`config.mk`:
```
export PLATFORM = sky130hd
export DESIGN_NAME = ifr_regs
export DESIGN_NICKNAME = d
export VERILOG_FILES = /design/src/verilog/ifr_pkg.sv /design/src/verilog/ifr_regs.sv
export SDC_FILE = /design/constraint.sdc
export NUM_CORES = 1
export LEC_CHECK = 0
export BUFFER_PORTS_ARGS = -buffer_cell sky130_fd_sc_hd__buf_4
export CORE_AREA = 3 3 125 127
export CTS_CLUSTER_SIZE = 10
export DETAILED_ROUTE_END_ITERATION = 6
export DIE_AREA = 0 0 128 130
export PLACE_DENSITY = 0.66
export REMOVE_ABC_BUFFERS = 1
export SETUP_SLACK_MARGIN = 0.02
export SLEW_MARGIN = 0
export SYNTH_ARGS = -nofsm -noshare
export SYNTH_HDL_FRONTEND = slang
export SYNTH_SLANG_ARGS = --single-unit
```
`constraint.sdc`:
```
create_clock -name clk -period 1.85 [get_ports clk]
set_input_delay 0.0925 -clock clk [delete_from_list [all_inputs] [get_ports clk]]
set_output_delay 0.0925 -clock clk [all_outputs]
set_load 0.05 [all_outputs]
```
`src/verilog/ifr_pkg.sv`:
```
package ifr_pkg;

  // Bus and register widths
  localparam int ADDR_W = 4;
  localparam int DATA_W = 16;

  // Register word offsets on the plain register port
  localparam logic [3:0] OFS_FLAGS_2   = 4'h0;
  localparam logic [3:0] OFS_FLAGS_3   = 4'h1;
  localparam logic [3:0] OFS_FLAGS_4   = 4'h2;
  localparam logic [3:0] OFS_ENABLES_0 = 4'h3;
  localparam logic [3:0] OFS_ENABLES_1 = 4'h4;
  localparam logic [3:0] OFS_STATUS    = 4'h5;
  localparam logic [3:0] OFS_MASK      = 4'h6;

  // Value of every register after reset
  localparam logic [15:0] RST_VAL = 16'h0000;

  // Flag register 2, low bits
  localparam int P_CAN_A_RX_READY    = 2;
  localparam int P_SERIAL_B_EVENT    = 1;
  localparam int P_SERIAL_B_ERROR    = 0;

  // Flag register 3
  localparam int P_DMA_CH5_DONE      = 13;
  localparam int P_CODEC_EVENT       = 12;
  localparam int P_CODEC_ERROR       = 11;
  localparam int P_CAN_B_EVENT       = 8;
  localparam int P_CAN_B_RX_READY    = 7;
  localparam int P_EXT_INPUT4        = 6;
  localparam int P_EXT_INPUT3        = 5;
  localparam int P_TIMER9            = 4;
  localparam int P_TIMER8            = 3;
  localparam int P_TWOWIRE_B_MASTER  = 2;
  localparam int P_TWOWIRE_B_SLAVE   = 1;
  localparam int P_TIMER7            = 0;

  // Flag register 4
  localparam int P_CAN_B_TX_REQUEST  = 7;
  localparam int P_CAN_A_TX_REQUEST  = 6;
  localparam int P_DMA_CH7_DONE      = 5;
  localparam int P_DMA_CH6_DONE      = 4;
  localparam int P_UART_B_ERROR      = 2;
  localparam int P_UART_A_ERROR      = 1;

  // Enable register 0: bits 14 down to 0 exist, bit 15 does not
  localparam int P_EN0_TOP           = 14;
  // Enable register 1: every bit exists except this one
  localparam int P_EN1_HOLE          = 2;

  // Status bits of the block's own interrupt
  localparam int P_ST_NEW_2          = 0;
  localparam int P_ST_NEW_3          = 1;
  localparam int P_ST_NEW_4          = 2;
  localparam int P_ST_BAD_ADDR       = 3;
  localparam int ST_BITS             = 4;

  // Register selected by an address
  typedef enum {
    IFR_SEL_F2,
    IFR_SEL_F3,
    IFR_SEL_F4,
    IFR_SEL_E0,
    IFR_SEL_E1,
    IFR_SEL_ST,
    IFR_SEL_MK,
    IFR_SEL_NONE
  } ifr_sel_t;

  // One access on the register port
  typedef struct packed {
    logic [ADDR_W-1:0] addr;
    logic [DATA_W-1:0] wdata;
    logic              wr;
    logic              rd;
  } ifr_bus_t;

  // Gated requests toward arbitration, one vector per flag register
  typedef struct packed {
    logic [DATA_W-1:0] r0;
    logic [DATA_W-1:0] r1;
    logic [DATA_W-1:0] r2;
    logic [DATA_W-1:0] r3;
    logic [DATA_W-1:0] r4;
  } ifr_req_t;

endpackage

```
`src/verilog/ifr_regs.sv`:
```
// Decided for this implementation: the address-and-strobe port and the placing of the registers.
`timescale 1ns/1ns
// Behaviour
// - A flag bit reads 1 once its source has raised a request.
// - A flag bit reads 0 while its source has no pending request.
// - An enable bit at 1 lets the matching request through to arbitration.
// - An enable bit at 0 blocks the matching request whatever its flag.
// - Unimplemented bit positions ignore writes and always read zero.
// - Software can read, set and clear every implemented flag and enable bit.
// - Every implemented flag and enable bit is 0 after reset.
// - Flags 2 hold CAN A receive at 2, serial B event 1, error 0.
// - Flags 3 upper: DMA5 13, codec 12/11, CAN B 8, 7; 15-14, 10-9 absent.
// - Flags 3 low: ext 4/3, timers 9/8, two-wire B master/slave, timer 7.
// - Flags 4: CAN B/A transmit at 7/6, DMA 7/6 at 5/4; 15-8 absent.
// - Flags 4: UART B/A error at 2/1; bits 3 and 0 absent.
// - Enables 0 upper byte: bits 14 to 8 exist, bit 15 absent.
// - Enables 0 lower byte: timer2 down to ext input 0, all eight bits.
// - Enables 1 upper byte: UART B tx down to DMA2, all eight bits.
// - Enables 1 lower byte: capture 8 down to two-wire A slave, bit 2 absent.
module ifr_regs (
  input  wire logic             clk,
  input  wire logic             sys_rst,
  input  wire ifr_pkg::ifr_bus_t bus,
  input  wire logic [15:0]      evt_2,
  input  wire logic [15:0]      evt_3,
  input  wire logic [15:0]      evt_4,
  input  wire logic [15:0]      ext_flags_0,
  input  wire logic [15:0]      ext_flags_1,
  input  wire logic [15:0]      ext_en_2,
  input  wire logic [15:0]      ext_en_3,
  input  wire logic [15:0]      ext_en_4,
  output logic [15:0]           rd_data,
  output logic [15:0]           flags_2,
  output logic [15:0]           flags_3,
  output logic [15:0]           flags_4,
  output logic [15:0]           en_0,
  output logic [15:0]           en_1,
  output ifr_pkg::ifr_req_t     req,
  output logic                  irq
);

  // One-hot bit at a position
  function automatic logic [15:0] bit_at(input int pos);
    bit_at = 16'h0001 << pos;
  endfunction

  // Register selected by an address
  function automatic ifr_pkg::ifr_sel_t sel_of(input logic [3:0] addr);
    case (addr)
      ifr_pkg::OFS_FLAGS_2:   sel_of = ifr_pkg::IFR_SEL_F2;
      ifr_pkg::OFS_FLAGS_3:   sel_of = ifr_pkg::IFR_SEL_F3;
      ifr_pkg::OFS_FLAGS_4:   sel_of = ifr_pkg::IFR_SEL_F4;
      ifr_pkg::OFS_ENABLES_0: sel_of = ifr_pkg::IFR_SEL_E0;
      ifr_pkg::OFS_ENABLES_1: sel_of = ifr_pkg::IFR_SEL_E1;
      ifr_pkg::OFS_STATUS:    sel_of = ifr_pkg::IFR_SEL_ST;
      ifr_pkg::OFS_MASK:      sel_of = ifr_pkg::IFR_SEL_MK;
      default:                sel_of = ifr_pkg::IFR_SEL_NONE;
    endcase
  endfunction

  // Software write merged with hardware set; the set wins, absent bits drop
  function automatic logic [15:0] merge(input logic [15:0] cur,
                                        input logic        wr,
                                        input logic [15:0] wdata,
                                        input logic [15:0] set,
                                        input logic [15:0] impl);
    merge = ((wr ? wdata : cur) | set) & impl;
  endfunction

  logic [15:0]       impl_2;
  logic [15:0]       impl_3;
  logic [15:0]       impl_4;
  logic [15:0]       impl_e0;
  logic [15:0]       impl_e1;
  logic [15:0]       impl_st;
  ifr_pkg::ifr_sel_t sel;
  logic              wr_f2;
  logic              wr_f3;
  logic              wr_f4;
  logic              wr_e0;
  logic              wr_e1;
  logic              wr_st;
  logic              wr_mk;
  logic              bad_access;
  logic [15:0]       status;
  logic [15:0]       mask;
  logic [15:0]       st_set;
  logic [15:0]       st_clr;
  logic [15:0]       rd_mux;
  logic [15:0]       next_flags_2;
  logic [15:0]       next_flags_3;
  logic [15:0]       next_flags_4;
  logic [15:0]       next_en_0;
  logic [15:0]       next_en_1;
  logic [15:0]       next_status;
  logic [15:0]       next_mask;
  ifr_pkg::ifr_req_t next_req;
  logic              next_irq;

  // Implemented bits of flag register 2 (only its low bits live here)
  assign impl_2 = bit_at(ifr_pkg::P_CAN_A_RX_READY)
                | bit_at(ifr_pkg::P_SERIAL_B_EVENT)
                | bit_at(ifr_pkg::P_SERIAL_B_ERROR);

  // Implemented bits of flag register 3
  assign impl_3 = bit_at(ifr_pkg::P_DMA_CH5_DONE)
                | bit_at(ifr_pkg::P_CODEC_EVENT)
                | bit_at(ifr_pkg::P_CODEC_ERROR)
                | bit_at(ifr_pkg::P_CAN_B_EVENT)
                | bit_at(ifr_pkg::P_CAN_B_RX_READY)
                | bit_at(ifr_pkg::P_EXT_INPUT4)
                | bit_at(ifr_pkg::P_EXT_INPUT3)
                | bit_at(ifr_pkg::P_TIMER9)
                | bit_at(ifr_pkg::P_TIMER8)
                | bit_at(ifr_pkg::P_TWOWIRE_B_MASTER)
                | bit_at(ifr_pkg::P_TWOWIRE_B_SLAVE)
                | bit_at(ifr_pkg::P_TIMER7);

  // Implemented bits of flag register 4
  assign impl_4 = bit_at(ifr_pkg::P_CAN_B_TX_REQUEST)
                | bit_at(ifr_pkg::P_CAN_A_TX_REQUEST)
                | bit_at(ifr_pkg::P_DMA_CH7_DONE)
                | bit_at(ifr_pkg::P_DMA_CH6_DONE)
                | bit_at(ifr_pkg::P_UART_B_ERROR)
                | bit_at(ifr_pkg::P_UART_A_ERROR);

  // Implemented bits of the enable registers and the block's own status
  assign impl_e0 = (bit_at(ifr_pkg::P_EN0_TOP) << 1) - 16'h0001;
  assign impl_e1 = ~bit_at(ifr_pkg::P_EN1_HOLE);
  assign impl_st = bit_at(ifr_pkg::ST_BITS) - 16'h0001;

  // Address decode and write strobes
  assign sel        = sel_of(bus.addr);
  assign wr_f2      = bus.wr && (sel == ifr_pkg::IFR_SEL_F2);
  assign wr_f3      = bus.wr && (sel == ifr_pkg::IFR_SEL_F3);
  assign wr_f4      = bus.wr && (sel == ifr_pkg::IFR_SEL_F4);
  assign wr_e0      = bus.wr && (sel == ifr_pkg::IFR_SEL_E0);
  assign wr_e1      = bus.wr && (sel == ifr_pkg::IFR_SEL_E1);
  assign wr_st      = bus.wr && (sel == ifr_pkg::IFR_SEL_ST);
  assign wr_mk      = bus.wr && (sel == ifr_pkg::IFR_SEL_MK);
  assign bad_access = (bus.wr || bus.rd) && (sel == ifr_pkg::IFR_SEL_NONE);

  // Flags: source events set, software writes either way, set beats clear
  assign next_flags_2 = merge(flags_2, wr_f2, bus.wdata, evt_2, impl_2);
  assign next_flags_3 = merge(flags_3, wr_f3, bus.wdata, evt_3, impl_3);
  assign next_flags_4 = merge(flags_4, wr_f4, bus.wdata, evt_4, impl_4);

  // Enables: software only
  assign next_en_0 = merge(en_0, wr_e0, bus.wdata, ifr_pkg::RST_VAL, impl_e0);
  assign next_en_1 = merge(en_1, wr_e1, bus.wdata, ifr_pkg::RST_VAL, impl_e1);

  // Requests to arbitration need both flag and enable
  assign next_req.r0 = ext_flags_0 & next_en_0;
  assign next_req.r1 = ext_flags_1 & next_en_1;
  assign next_req.r2 = next_flags_2 & ext_en_2;
  assign next_req.r3 = next_flags_3 & ext_en_3;
  assign next_req.r4 = next_flags_4 & ext_en_4;

  // Own status: a newly raised flag per register, or an unmapped access
  assign st_set = ({15'h0000, |(evt_2 & impl_2 & ~flags_2)} << ifr_pkg::P_ST_NEW_2)
                | ({15'h0000, |(evt_3 & impl_3 & ~flags_3)} << ifr_pkg::P_ST_NEW_3)
                | ({15'h0000, |(evt_4 & impl_4 & ~flags_4)} << ifr_pkg::P_ST_NEW_4)
                | ({15'h0000, bad_access} << ifr_pkg::P_ST_BAD_ADDR);
  assign st_clr      = wr_st ? bus.wdata : ifr_pkg::RST_VAL;
  assign next_status = ((status & ~st_clr) | st_set) & impl_st;
  assign next_mask   = merge(mask, wr_mk, bus.wdata, ifr_pkg::RST_VAL, impl_st);
  assign next_irq    = |(next_status & next_mask);

  // Read selection; absent bits are already zero in storage
  assign rd_mux = (sel == ifr_pkg::IFR_SEL_F2) ? flags_2 :
                  (sel == ifr_pkg::IFR_SEL_F3) ? flags_3 :
                  (sel == ifr_pkg::IFR_SEL_F4) ? flags_4 :
                  (sel == ifr_pkg::IFR_SEL_E0) ? en_0    :
                  (sel == ifr_pkg::IFR_SEL_E1) ? en_1    :
                  (sel == ifr_pkg::IFR_SEL_ST) ? status  :
                  (sel == ifr_pkg::IFR_SEL_MK) ? mask    :
                  ifr_pkg::RST_VAL;

  // Register storage
  always_ff @(posedge clk) begin
    if (sys_rst) begin
      flags_2 <= ifr_pkg::RST_VAL;
      flags_3 <= ifr_pkg::RST_VAL;
      flags_4 <= ifr_pkg::RST_VAL;
      en_0    <= ifr_pkg::RST_VAL;
      en_1    <= ifr_pkg::RST_VAL;
      status  <= ifr_pkg::RST_VAL;
      mask    <= ifr_pkg::RST_VAL;
    end else begin
      flags_2 <= next_flags_2;
      flags_3 <= next_flags_3;
      flags_4 <= next_flags_4;
      en_0    <= next_en_0;
      en_1    <= next_en_1;
      status  <= next_status;
      mask    <= next_mask;
    end
  end

  // Registered outputs: requests, interrupt and read data
  always_ff @(posedge clk) begin
    if (sys_rst) begin
      req     <= '0;
      irq     <= 1'b0;
      rd_data <= ifr_pkg::RST_VAL;
    end else begin
      req     <= next_req;
      irq     <= next_irq;
      rd_data <= bus.rd ? rd_mux : ifr_pkg::RST_VAL;
    end
  end
endmodule

```
======== Yosys cells after proc, flatten, opt, wreduce, memory -nomap -nowiden ========
Index checks and enable logic that the tools add are counted.
cells by class
  reduce and logical (&&, ||, !) cells .... 16
  equality and inequality tests ........... 13
  mux-type cells .......................... 15
  bitwise logic cells ..................... 22
operators by type and width
  operator                                                                 number
  16-bit 2-to-1 mux                                                        6
  16-bit OR reduction                                                      4
  14-bit by 16-bit bitwise AND with 16-bit output                          2
  3-bit by 16-bit bitwise AND with 16-bit output                           2
  8-bit by 16-bit bitwise AND with 16-bit output                           2
  32-bit by 4-bit equality test with 1-bit output (second input constant)  1
  32-bit logical NOT                                                       1
  3-bit one-hot mux with 7 select lines                                    1
  16-bit by 15-bit bitwise AND with 16-bit output                          1
  16-bit bitwise AND                                                       1
  4-bit 2-to-1 mux                                                         4
  14-bit inverter with 16-bit output                                       1
  3-bit inverter with 16-bit output                                        1
  8-bit inverter with 16-bit output                                        1
  15-bit 2-to-1 mux                                                        1
  14-bit 2-to-1 mux                                                        1
  14-bit bitwise OR                                                        1
  4-bit by 3-bit equality test with 1-bit output (second input constant)   3
  3-bit equality test (second input constant)                              3
  4-bit bitwise AND                                                        2
  4-bit by 2-bit equality test with 1-bit output (second input constant)   2
  1-bit logical AND                                                        8
  8-bit 2-to-1 mux                                                         1
  8-bit bitwise OR                                                         1
  other kinds (14)                                                         15
storage, ports and cells
  output and inout port bits .............. 177
  flip-flop bits (word level) ............. 157
  logic and storage cells ................. 81
  input port bits ......................... 152

======== Depth between registers and ports, before layout ========
  word-level depth ........................ 10
  mapped depth ............................ 8
  depth with buffers taken out ............ 5

======== Worst setup path before layout ========
OpenSTA, ideal clock, no wires.
  path type ............................... flip-flop to flip-flop
  start point ............................. register flags_4[6]
  end point ............................... register irq
  path buffers ............................ 0
  library setup time ...................... 0.120 ns
  slack ................................... 0.081 ns
  data arrival time ....................... 1.649 ns
  cell stages (with the launch flop) ...... 6
  cells stage by stage .................... dfxtp_1 -> nand2b_1 -> o2111ai_1 -> a2111oi_1 -> nor3_1 -> a211o_1
between the ends
  longest elaborated chain between the ends .. 8
ends and longest elaborated chain
  what                                            RTL line         RTL
  from (decl)                                     ifr_regs.sv:35   output logic [15:0] flags_4,
  from (signal assigned)                          ifr_regs.sv:184  flags_4 <= ifr_pkg::RST_VAL;
  from (signal assigned)                          ifr_regs.sv:192  flags_4 <= next_flags_4;
  8-bit inverter with 16-bit output               ifr_regs.sv:162  | ({15'h0000, |(evt_4 & impl_4 & ~flags_4)} << ifr_pkg::P_ST_NEW_4)
  8-bit by 16-bit bitwise AND with 16-bit output  ifr_regs.sv:162
  16-bit OR reduction                             ifr_regs.sv:162
  2-bit by 3-bit bitwise OR with 3-bit output     ifr_regs.sv:162
  3-bit by 4-bit bitwise OR with 4-bit output     ifr_regs.sv:163  | ({15'h0000, bad_access} << ifr_pkg::P_ST_BAD_ADDR);
  4-bit bitwise OR                                ifr_regs.sv:165  assign next_status = ((status & ~st_clr) | st_set) & impl_st;
  4-bit bitwise AND                               ifr_regs.sv:167  assign next_irq = |(next_status & next_mask);
  16-bit OR reduction                             ifr_regs.sv:167
  to (signal assigned)                            ifr_regs.sv:208  irq <= next_irq;
  to (decl)                                       ifr_regs.sv:39   output logic irq
No other way between the ends.
A chain may end at the register's enable or synchronous reset.

======== Worst setup path after layout ========
Same ends and word-level chain as after synthesis.

==> results_dict.tcl <==
set metrics [dict create \
    drive_gt1_share_pct 30.4 \
    regArea_um2 2540 \
    port_buffers 214 \
    synth_top_area_cell "dfxtp_1" \
    syn_area_um2 5090 \
    postSynthAreaPerCell_um2 8.69 \
    setup_tns_ps 0 \
    pwr-share-comb_pct 17.3 \
    dp.cells 981 \
    post_cts_buffers 0 \
    wirelength_mm 18.2 \
    synth_edf_count 0 \
    vias_per_cell 4.65 \
    num_vias 5121 \
    die_h_um 130 \
    critPathRequiredTime_ps 2160 \
    root_buffer "clkbuf_16" \
    yosys.area_share.simple_pct 22.6 \
    multi_input_area_um2 2120 \
    cp_max_fo 4 \
    finalCritPeriodShare_pct 89.6 \
    synth_top_area_share_pct 49.9 \
    num_io_pins 329 \
    dr.pass1.iters 5 \
    worstPathArrival_ps 1970 \
    min_period_ps 1660 \
    leakagePower_nw 3.83 \
    hold_violations 0 \
    cts_tree "done" \
    grt_util_all_layers_pct 21.2 \
    ys_ff_latch 127 \
    layout_commonest_cell "buf_4" \
    post_synth_num_cell_types 42 \
    grt_start_max_net_pins 28 \
    start_util_pct 35.1 \
    drtAntennaViolNets 0 \
    async_flop_share_pct 0 \
    dp_hpwl_mm 13.2 \
    cts_inserted_buffers 17 \
    fin_ws_ps 192 \
    slew_viol_final 0 \
    clkSinkCount 127 \
    power-per-cell-area_nw_per_um2 908 \
    gp_congestion 0.890 \
    end_kind "flop" \
    path_clk_slew_ps 60 \
    htreeDepth 4 \
    clk-insertion-delay-late_ps 420 \
    switching_share_pct 29.5 \
    synth.area.top_cells "dfxtp_1 50%, buf_4 8.7%, nand2_1 8.5%" \
    peakVddDrop_uv 591 \
    drc 0 \
    coreArea_um2 14500 \
    maxCapViolations 0 \
    ys.flop_type "dfxtp_1" \
    ys_warn_count 0 \
    seq_area_frac_synth_pct 49.9 \
    startpoint_type "flop" \
    cts_resized 0 \
    layout_common_cells "239 x buf_4, 127 x dfxtp_1, 115 x nand2_1" \
    muxShareOfSynthArea_pct 1.62 \
    synth_top_family_by_area "simple AND/OR/NAND/NOR gates" \
    worstSetupPathType "reg2reg" \
    area_delta_synth_final_pct 63.1 \
    wl_met2_mm 8.91 \
    post-place-ws_ps 122 \
    synthAdderAreaFrac_pct 0 \
    cts_max_path_buffers 2 \
    pwr-share-seq_pct 38.2 \
    grt_setup_unrepaired "false" \
    status "complete, no violations" \
    postSynthCellCount 586 \
    routed-wl-met3_mm 1.60 \
    final_nets 1057 \
    wl_met1_mm 7.24 \
    synth_compound_area_share_pct 12.9 \
    rows 44 \
    wire_per_inst_um 16.5 \
    die_area_um2 16600 \
    placed_area_um2 6820 \
    grt_pass1_wl_mm 26.9 \
    finClkSkew_ps 7.59 \
    setup_viol 0 \
    p_int_mw 5.32 \
    die_x_um 128 \
    power_frac_clock_pct 44.6 \
    switching_power_mw 2.22 \
    synth_xor_area_share_pct 0 \
    fillers 1296 \
    stdcell_count 1102 \
    antenna_cells 0 \
    fin_hold_ws_ps 10.8 \
    hold_path.class "in2reg" \
    antenna_found_initial 0 \
    routed.top_layer "met4" \
    fmax_ghz 0.603 \
    grt_overflow_total 0 \
    fin_area_um2 8310 \
    first_iter_violations 270 \
    grt_pass1_vias 5025 \
]
cell usage after synthesis, drive strengths merged, types with 4 or more instances:
cell and count:
a21oi 47, a22oi 9, a31oi 20, and2 54, buf 68, clkbuf 19, dfxtp 127, inv 26
mux2i 6, nand2 115, nand2b 14, nand3 5, nor2 23, nor2b 6, o2111ai 4, o21ai 5
o22ai 5
layer usage:
metal | global-route usage, % | vias up
met2 | 35.4 | 266
met5 | 0 | -
met1 | 25.8 | 2362
li1 | - | 2465
met3 | 6.79 | 28
met4 | 7.43 | 0
per-stage QoR:
step | utilization (%) | power [mW]
floorplan | - | 3.62
global placement | 46.9 | 4.07
detailed placement | 46.9 | 4.08
CTS | 57.2 | 7.60
global route | 57.2 | 7.81
finish | 57.2 | 7.55
path summary, 6_finish.rpt:
check | endpoint | slack (ps) | cells after the start | from
min | en_1[0] | 10 | 3 | bus[2]
min reg2reg | rd_data[8] | 490 | 2 | en_1[8]
max reg2reg | irq | 190 | 5 | flags_4[6]
max | irq | 190 | 5 | flags_4[6]
cells by family after synthesis:
kind of cell           after synthesis
AND/OR/NAND/NOR                    233
AO/OA/AOI/OAI                      104
flip-flops                         127
multiplexers                         8
buffers and inverters              113
other                                1
critical path: stages (launching register included):
cell	delay (ps)
dfxtp_1	380
nand2b_1	140
o2111ai_1	150
a2111oi_1	510
nor3_1	140
a211o_1	240
state kept, by name (all words and copies together) (netlist names):
| register | count |
|---|---|
| flags_3 | 12 |
| flags_4 | 6 |
| mask | 4 |
| en_0 | 15 |
| flags_2 | 3 |
| status | 4 |
| req | 51 |
| rd_data | 16 |
| irq | 1 |
| en_1 | 15 |
power groups by stage:
| stage | logic [mW] | clock network, mW | registers (mW) |
|---|---|---|---|
| global placement | 1.14 | 0 | 2.94 |
| global route | 1.38 | 3.54 | 2.89 |
| detailed placement | 1.14 | 0 | 2.94 |
| floorplan | 0.429 | 0 | 3.19 |
| CTS | 1.30 | 3.42 | 2.88 |
| finish | 1.31 | 3.36 | 2.88 |
timing repair:
item	CTS	global route
setup endpoints to repair	0	0
hold buffers	89	0
hold endpoints to repair	100	0
final cells by class:
| class | instances | area share [%] |
|---|---|---|
| inverter | 26 | 1.17 |
| clock buffer | 18 | 5.29 |
| multi-input combinational | 403 | 25.5 |
| sequential | 127 | 30.6 |
| timing repair buffer | 330 | 32.8 |
| tap | 184 | 2.77 |
| clock inverter | 14 | 1.90 |
No activity file was read; power rests on OpenSTA's default activity.
